`config.mk`:
```
export PLATFORM = sky130hd
export DESIGN_NAME = bto_exec
export DESIGN_NICKNAME = d
export VERILOG_FILES = /design/src/rtl/bto_pkg.sv /design/src/rtl/bto_addr_gen.sv /design/src/rtl/bto_exec.sv
export SDC_FILE = /design/constraint.sdc
export NUM_CORES = 1
export LEC_CHECK = 0
export ABC_AREA = 1
export BUFFER_PORTS_ARGS = -buffer_cell sky130_fd_sc_hd__clkbuf_2
export CAP_MARGIN = 20
export CORE_MARGIN = 10
export CORE_UTILIZATION = 55
export DETAILED_ROUTE_END_ITERATION = 10
export GPL_TIMING_DRIVEN = 0
export PLACE_DENSITY = 0.82
export SYNTH_ARGS = -nofsm -noshare
export SYNTH_HDL_FRONTEND = slang
export SYNTH_SLANG_ARGS = --single-unit
```
`constraint.sdc`:
```
create_clock -name clock -period 3.8 [get_ports clock]
set_input_delay 0.57 -clock clock [delete_from_list [all_inputs] [get_ports clock]]
set_output_delay 0.57 -clock clock [all_outputs]
set_load 0.01 [all_outputs]
```
`src/rtl/bto_pkg.sv`:
```
// Constants and types for the bit-invert / overflow-branch / skip executor
package bto_pkg;
  localparam logic [3:0] BIT_INVERT_PREFIX = 4'h7;
  localparam logic [7:0] BRANCH_OV_PREFIX = 8'hE4;
  localparam logic [3:0] SKIP_CLEAR_PREFIX = 4'hB;
  localparam logic [3:0] SKIP_SET_PREFIX = 4'hA;
  localparam logic [3:0] TWO_WORD_PREFIX = 4'hF;
  localparam logic [7:0] INDEXED_LIMIT = 8'h5F;
  localparam logic [7:0] ACCESS_SPLIT = 8'h60;
  localparam logic [3:0] ACCESS_HIGH_BANK = 4'hF;
  localparam logic [20:0] PC_RESET = 21'h00000;
  localparam logic [20:0] PC_STEP = 21'h00002;
  localparam logic [1:0] PHASE_RESET = 2'h0;
  typedef enum logic [1:0] {
    BTO_Q1 = 2'b00,
    BTO_Q2 = 2'b01,
    BTO_Q3 = 2'b10,
    BTO_Q4 = 2'b11
  } bto_phase_t;
endpackage : bto_pkg

```
`src/rtl/bto_addr_gen.sv`:
```
// Data-memory address selection for bit-oriented instructions
`timescale 1ns/10ps
`default_nettype none
module bto_addr_gen (
  input wire logic [7:0] file_addr,
  input wire logic bank_flag,
  input wire logic ext_enable,
  input wire logic [3:0] bank_select_register,
  input wire logic [11:0] index_base,
  output logic [11:0] data_addr
);
  import bto_pkg::*;
  // Indexed mode only below the access split, as the literal range is small
  always_comb begin
    if (bank_flag) begin
      data_addr = {bank_select_register, file_addr};
    end else if (ext_enable && file_addr <= INDEXED_LIMIT) begin
      data_addr = index_base + {4'h0, file_addr};
    end else if (file_addr < ACCESS_SPLIT) begin
      data_addr = {4'h0, file_addr};
    end else begin
      data_addr = {ACCESS_HIGH_BANK, file_addr};
    end
  end
endmodule : bto_addr_gen
`default_nettype wire

```
`src/rtl/bto_exec.sv`:
```
// Four-phase executor for bit-invert, overflow branch and bit-test skips
`timescale 1ns/10ps
`default_nettype none
module bto_exec (
  input wire logic clock,
  input wire logic rst,
  input wire logic [15:0] instr_word,
  input wire logic [15:0] next_word,
  input wire logic overflow_flag,
  input wire logic ext_enable,
  input wire logic [3:0] bank_select_register,
  input wire logic [11:0] index_base,
  input wire logic [7:0] mem_rdata,
  output logic [11:0] mem_addr,
  output logic [7:0] mem_wdata,
  output logic mem_we,
  output logic [20:0] pc,
  output logic [1:0] phase,
  output logic nop_cycle
);
  import bto_pkg::*;

  bto_phase_t q;
  bto_phase_t next_q;
  logic [20:0] next_pc;
  logic [1:0] nop_left;
  logic [1:0] next_nop_left;
  logic [7:0] next_mem_wdata;
  logic next_mem_we;
  logic [11:0] next_mem_addr;
  logic [11:0] addr_comb;
  logic is_invert;
  logic is_bov;
  logic is_skip_clear;
  logic is_skip_set;
  logic bit_val;
  logic do_skip;
  logic [20:0] branch_ofs;
  // Set only for the bubble after a taken branch, which keeps the PC
  logic branch_bubble;
  logic next_branch_bubble;
  logic next_nop_cycle;

  bto_addr_gen u_addr (
    .file_addr(instr_word[7:0]),
    .bank_flag(instr_word[8]),
    .ext_enable(ext_enable),
    .bank_select_register(bank_select_register),
    .index_base(index_base),
    .data_addr(addr_comb)
  );

  // Decode in the current instruction word
  assign is_invert = instr_word[15:12] == BIT_INVERT_PREFIX;
  assign is_bov = instr_word[15:8] == BRANCH_OV_PREFIX;
  assign is_skip_clear = instr_word[15:12] == SKIP_CLEAR_PREFIX;
  assign is_skip_set = instr_word[15:12] == SKIP_SET_PREFIX;
  assign bit_val = mem_rdata[instr_word[11:9]];
  assign do_skip = (is_skip_clear && !bit_val)
      || (is_skip_set && bit_val);
  // Signed offset doubled, sign-extended to PC width
  assign branch_ofs = {{12{instr_word[7]}}, instr_word[7:0], 1'b0};

  // Phase, PC and memory-write sequencing
  always_comb begin
    next_q = bto_phase_t'(q + 2'h1);
    next_pc = pc;
    next_nop_left = nop_left;
    next_mem_we = 1'b0;
    next_mem_wdata = mem_wdata;
    next_mem_addr = mem_addr;
    next_branch_bubble = branch_bubble;
    unique case (q)
      BTO_Q1: begin
        // PC already points past this word once fetched
        if (nop_left == 2'h0) begin
          next_pc = pc + PC_STEP;
          next_mem_addr = addr_comb;
        end
      end
      BTO_Q2: begin
      end
      BTO_Q3: begin
        if (nop_left == 2'h0 && is_invert) begin
          next_mem_wdata = mem_rdata ^ (8'h01 << instr_word[11:9]);
          next_mem_we = 1'b1;
        end
      end
      BTO_Q4: begin
        if (nop_left != 2'h0) begin
          next_nop_left = nop_left - 2'h1;
          next_branch_bubble = 1'b0;
          // A discarded word advances the PC; the branch bubble must not,
          // or the target would land one word too far
          if (!branch_bubble) begin
            next_pc = pc + PC_STEP;
          end
        end else if (is_bov && overflow_flag) begin
          next_pc = pc + branch_ofs;
          next_nop_left = 2'h1;
          next_branch_bubble = 1'b1;
        end else if (do_skip) begin
          // Two-word targets cost an extra discarded cycle
          next_nop_left = (next_word[15:12] == TWO_WORD_PREFIX)
              ? 2'h2 : 2'h1;
        end
      end
    endcase
    // Flag spans the whole slot, so a new slot follows the fresh count
    next_nop_cycle = (next_q == BTO_Q1) ? (next_nop_left != 2'h0)
        : (nop_left != 2'h0);
  end

  always_ff @(posedge clock) begin
    if (rst) begin
      q <= BTO_Q1;
      pc <= PC_RESET;
      nop_left <= 2'h0;
      mem_we <= 1'b0;
      mem_wdata <= 8'h00;
      mem_addr <= 12'h000;
      phase <= PHASE_RESET;
      nop_cycle <= 1'b0;
      branch_bubble <= 1'b0;
    end else begin
      q <= next_q;
      pc <= next_pc;
      nop_left <= next_nop_left;
      mem_we <= next_mem_we;
      mem_wdata <= next_mem_wdata;
      mem_addr <= next_mem_addr;
      phase <= next_q;
      nop_cycle <= next_nop_cycle;
      branch_bubble <= next_branch_bubble;
    end
  end

  // Checks watch registered outputs one edge after each decision
  a_invert_writes: assert property (@(posedge clock) disable iff (rst)
    (q == BTO_Q3 && nop_left == 2'h0 && is_invert) |=>
    mem_we && mem_wdata == ($past(mem_rdata)
    ^ (8'h01 << $past(instr_word[11:9]))))
    else $error("bit invert wrong");
  // Write strobe is one cycle, so memory sees exactly one store
  a_write_pulse: assert property (@(posedge clock) disable iff (rst)
    mem_we |=> !mem_we)
    else $error("write pulse stretched");
  // Address selection, seen the edge after decode
  a_bank_select: assert property (@(posedge clock) disable iff (rst)
    (q == BTO_Q1 && nop_left == 2'h0 && instr_word[8]) |=>
    mem_addr == {$past(bank_select_register), $past(instr_word[7:0])})
    else $error("bank select address wrong");
  a_access_bank: assert property (@(posedge clock) disable iff (rst)
    (q == BTO_Q1 && nop_left == 2'h0 && !instr_word[8]
    && (!ext_enable || instr_word[7:0] > INDEXED_LIMIT)) |=>
    mem_addr[7:0] == $past(instr_word[7:0]) && mem_addr[11:8]
    == (($past(instr_word[7:0]) < ACCESS_SPLIT) ? 4'h0 : ACCESS_HIGH_BANK))
    else $error("access bank address wrong");
  a_indexed_mode: assert property (@(posedge clock) disable iff (rst)
    (q == BTO_Q1 && nop_left == 2'h0 && !instr_word[8] && ext_enable
    && instr_word[7:0] <= INDEXED_LIMIT) |=>
    mem_addr == $past(index_base) + {4'h0, $past(instr_word[7:0])})
    else $error("indexed address wrong");
  // Branch checks: the PC is already one word on when Q4 adds the offset
  a_pc_advance: assert property (@(posedge clock) disable iff (rst)
    (q == BTO_Q1 && nop_left == 2'h0) |=> pc == $past(pc) + PC_STEP)
    else $error("pc not advanced at decode");
  a_bov_untaken: assert property (@(posedge clock) disable iff (rst)
    (q == BTO_Q4 && nop_left == 2'h0 && is_bov && !overflow_flag) |=>
    pc == $past(pc) && nop_left == 2'h0)
    else $error("untaken branch moved");
  a_bov_target: assert property (@(posedge clock) disable iff (rst)
    (q == BTO_Q4 && nop_left == 2'h0 && is_bov && overflow_flag) |=>
    pc == $past(pc) + $past(branch_ofs))
    else $error("branch target wrong");
  a_bov_two_cycle: assert property (@(posedge clock) disable iff (rst)
    (q == BTO_Q4 && nop_left == 2'h0 && is_bov && overflow_flag) |=>
    nop_cycle [*4] ##1 !nop_cycle)
    else $error("taken branch not two cycles");
  // The branch bubble must leave the new target alone
  a_bov_nop_hold: assert property (@(posedge clock) disable iff (rst)
    (q == BTO_Q4 && nop_left == 2'h0 && is_bov && overflow_flag) |=>
    ##4 pc == $past(pc, 4))
    else $error("branch bubble moved pc");
  // Skip checks on the bit read back in Q4
  a_skip_clear: assert property (@(posedge clock) disable iff (rst)
    (q == BTO_Q4 && nop_left == 2'h0 && is_skip_clear && !bit_val) |=>
    nop_cycle)
    else $error("skip not taken");
  a_skip_set_bit: assert property (@(posedge clock) disable iff (rst)
    (q == BTO_Q4 && nop_left == 2'h0 && is_skip_clear && bit_val) |=>
    !nop_cycle)
    else $error("skip wrongly taken");
  a_skip_if_set: assert property (@(posedge clock) disable iff (rst)
    (q == BTO_Q4 && nop_left == 2'h0 && is_skip_set && bit_val) |=>
    nop_cycle)
    else $error("skip if set not taken");
  a_skip_one_word: assert property (@(posedge clock) disable iff (rst)
    (q == BTO_Q4 && nop_left == 2'h0 && do_skip
    && next_word[15:12] != TWO_WORD_PREFIX) |=>
    nop_cycle [*4] ##1 !nop_cycle)
    else $error("one-word skip not one nop");
  // Discarded slots must never touch data memory
  a_nop_no_write: assert property (@(posedge clock) disable iff (rst)
    nop_cycle |-> !mem_we)
    else $error("write during no-op slot");
  a_skip_two_word: assert property (@(posedge clock) disable iff (rst)
    (q == BTO_Q4 && nop_left == 2'h0 && do_skip && !is_bov
    && next_word[15:12] == TWO_WORD_PREFIX) |=>
    nop_cycle [*8] ##1 !nop_cycle)
    else $error("two-word skip not two nops");
  // Main scenarios the bench is expected to reach
  c_invert: cover property (@(posedge clock) disable iff (rst)
    mem_we);
  c_bov_taken: cover property (@(posedge clock) disable iff (rst)
    q == BTO_Q4 && nop_left == 2'h0 && is_bov && overflow_flag);
  c_skip_two: cover property (@(posedge clock) disable iff (rst)
    nop_left == 2'h2);
  c_skip_one: cover property (@(posedge clock) disable iff (rst)
    q == BTO_Q4 && nop_left == 2'h0 && do_skip
    && next_word[15:12] != TWO_WORD_PREFIX);
  c_indexed: cover property (@(posedge clock) disable iff (rst)
    q == BTO_Q1 && nop_left == 2'h0 && !instr_word[8] && ext_enable
    && instr_word[7:0] <= INDEXED_LIMIT);
endmodule : bto_exec
`default_nettype wire

```
==> qor.yml <==
synth_largest_area_cell: "dfxtp_1"
io_pins: 105
dieArea_sq_um: 11950
routed_wl_mm: 13.83
synthTopCellsByCount: "nand2_1, a21oi_1, inv_1, nand3_1, nor2_1"
synth_fa_ha_area_share_pct: 9.755
worstHoldStart: "rst"
synth_top_family_by_area: "simple AND/OR/NAND/NOR gates"
gp_congestion: 0.9396
insertion_delay_ns: 0.32
criticalPathCategory: "reg -> reg"
grt_pass1_wl_mm: 22.22
synth_flop_cell: "dfxtp_1"
holdPathStages: 2
cp-startpoint: "pc[1]$_SDFFE_PP0P_"
initial_utilization_pct: 56.77
first_pass_iters: 6
grt-ovfl-total: 0
whs_endpoint: "mem_addr[6]$_SDFFE_PP0P_"
num_antenna_cells: 0
synth_area_per_cell_sq_um: 6.276
cts_root_buffer: "clkbuf_8"
grt_max_degree: 17
leakagePower_nw: 2.537
fin_crit_ns: 2.282
syn2layout_area_growth_pct: 14.83
cts_tree: "built"
cp-start-kind: "register"
run_status: "complete, no violations"
whs_ns: 0.4521
reg2reg_depth: 11
rsz0062_at_grt: "no"
critPathArrivalTime_ns: 2.54
cts_made_buffers: 5
synth_compound_area_share_pct: 20.42
vdd_ir_drop_max_v: 0.0002243
synth_cells: 699
placed_area_sq_um: 4950
p_per_area_nw_per_um2: 315.1
synthXorXnorAreaFrac_pct: 4.193
required_ns: 4.06
synth_cell_types: 42
crit_path_max_fanout: 6
yosys.area_share.simple_pct: 34.03
nFillCells: 778
tns_ns: 0
synth.top_cell.area_share_pct: 21.45
seqCellArea_sq_um: 940.9
fin_crit_sh_pct: 60.06
clk_pin_slew_ns: 0.10
async_reset_ff_share_pct: 0
synth_seq_area_share_pct: 21.45
wire_per_inst_microns: 15.43
io_buffers: 87
nets: 886
postCtsHoldBufs: 0
antenna_found_initial: 0
min-delay-path-class: "in -> reg"
std_cell_rows: 32
synthTopCellsByArea: "dfxtp_1, nand2_1, a21oi_1"
syn_area_sq_um: 4387
drc_errors: 0
synth_enable_flop_cells: 0
cts_sinks: 47
clockBufferDepth: 2
ff2ff_setup_slack_ns: 1.52
hold_viol_final: 0
multi_input_area_sq_um: 3004
r2r-end: "pc[9]$_SDFFE_PP0P_"
cts_resized: 0
maxCapViolCount: 0
core_area_sq_um: 7727
yosysMostFrequentCell: "nand2_1"
htree_levels: 2
design_area_sq_um: 5037
grt_util_all_layers_pct: 22.63
dieHeight_microns: 109.3
synth_nets: 792
r2r-start: "pc[1]$_SDFFE_PP0P_"
dp_hpwl_mm: 10.99
setup_viol_count_final: 0
drive_above_1_share_pct: 18.26
synthMuxAreaShare_pct: 0
dr_total_vias: 5044
maxSlewViolCount: 0
fmax_mhz: 438.2
die-width_microns: 109.3
ant_nets: 0
synth_seq_cells: 47
vias_per_cell: 5.629
post_cts_buffers: 0
end_kind: "register"
clock_skew_ns: 0.005594
layout_setup_ws_ns: 1.518
grt_pass1_vias: 4826
drtIter0Drc: 285
dp_worst_setup_slack_ns: 1.312
yosys_warnings: 0
[power by group]
| part | switching (mW) | internal, mW |
|---|---|---|
| clock network | 0.192 | 0.130 |
| logic | 0.409 | 0.250 |
| registers | 0.0672 | 0.539 |
| total | 0.668 | 0.919 |
[worst max path at each step]
stage               cells after the start                   to
floorplan                              14  pc[13]$_SDFFE_PP0P_
global placement                       14  pc[15]$_SDFFE_PP0P_
detailed placement                     12   pc[9]$_SDFFE_PP0P_
CTS                                    11   pc[9]$_SDFFE_PP0P_
global route                           14  pc[13]$_SDFFE_PP0P_
finish                                 11   pc[9]$_SDFFE_PP0P_
[stage by stage]
stage	utilization, %	power [mW]	cells
floorplan	-	1.052	699
global placement	64.05	1.249	888
detailed placement	64.05	1.266	888
CTS	65.19	1.580	896
global route	65.19	1.698	896
finish	65.19	1.587	896
[flip-flops by register name, summed over array words and instances (netlist names)]
name and flops:
branch_bubble 1, mem_wdata 8, mem_we 1, nop_left 2
mem_addr 12, pc 20, q 2, nop_cycle 1
[layer usage]
metal  global-route usage, %  part of all wire (%)  vias up
met3                   5.734                   8.3       41
li1                        -                     -     2528
met1                   26.37                    42     2276
met5                       0                     0        -
met2                   39.67                    47      199
met4                   7.435                   2.7        0
[placed cells by master, fill, tap and decap left out, types with 6 or more instances in the layout]
cell type  synthesis  layout
a21oi_1           85      85
a21oi_2            6       6
buf_2              6       6
clkbuf_2           0      87
dfxtp_1           47      47
ha_1              31      31
inv_1             71      71
inv_2              7       7
nand2_1          167     167
nand3_1           61      61
nand4_1           13      13
nor2_1            59      59
nor3_1             9       9
o21ai_0           35      35
o21ai_1           15      15
xnor2_1            6       6
xor2_1            15      15
[layout make-up]
| type | count | share of cell area [%] |
|---|---|---|
| Multi-Input combinational cell | 553 | 59.64 |
| Sequential cell | 47 | 18.68 |
| Timing Repair Buffer | 87 | 8.644 |
| Inverter | 80 | 6.085 |
| Buffer | 19 | 2.683 |
| Tap cell | 102 | 2.534 |
| Clock buffer | 5 | 1.366 |
| Clock inverter | 3 | 0.3726 |
[kinds of logic after synthesis]
kind of cell               count (synthesis)
adders and majority gates                 33
other                                      1
AOI/OAI and AO/OA                        163
DFF                                       47
xor gates and xnor gates                  21
and+or+nand+nor                          335
buffers and inverters                     99
[worst max-delay path: stages (launching register included)]
cell and delay, ns:
dfxtp_1 0.42, ha_1 0.26, inv_1 0.10, fa_1 0.36
inv_1 0.09, nand2_1 0.07, nand2_1 0.06, o21ai_1 0.13
o21ai_2 0.24, xor2_1 0.27, o21ai_1 0.10, a21oi_1 0.13
(Power assumes the default switching activity.)
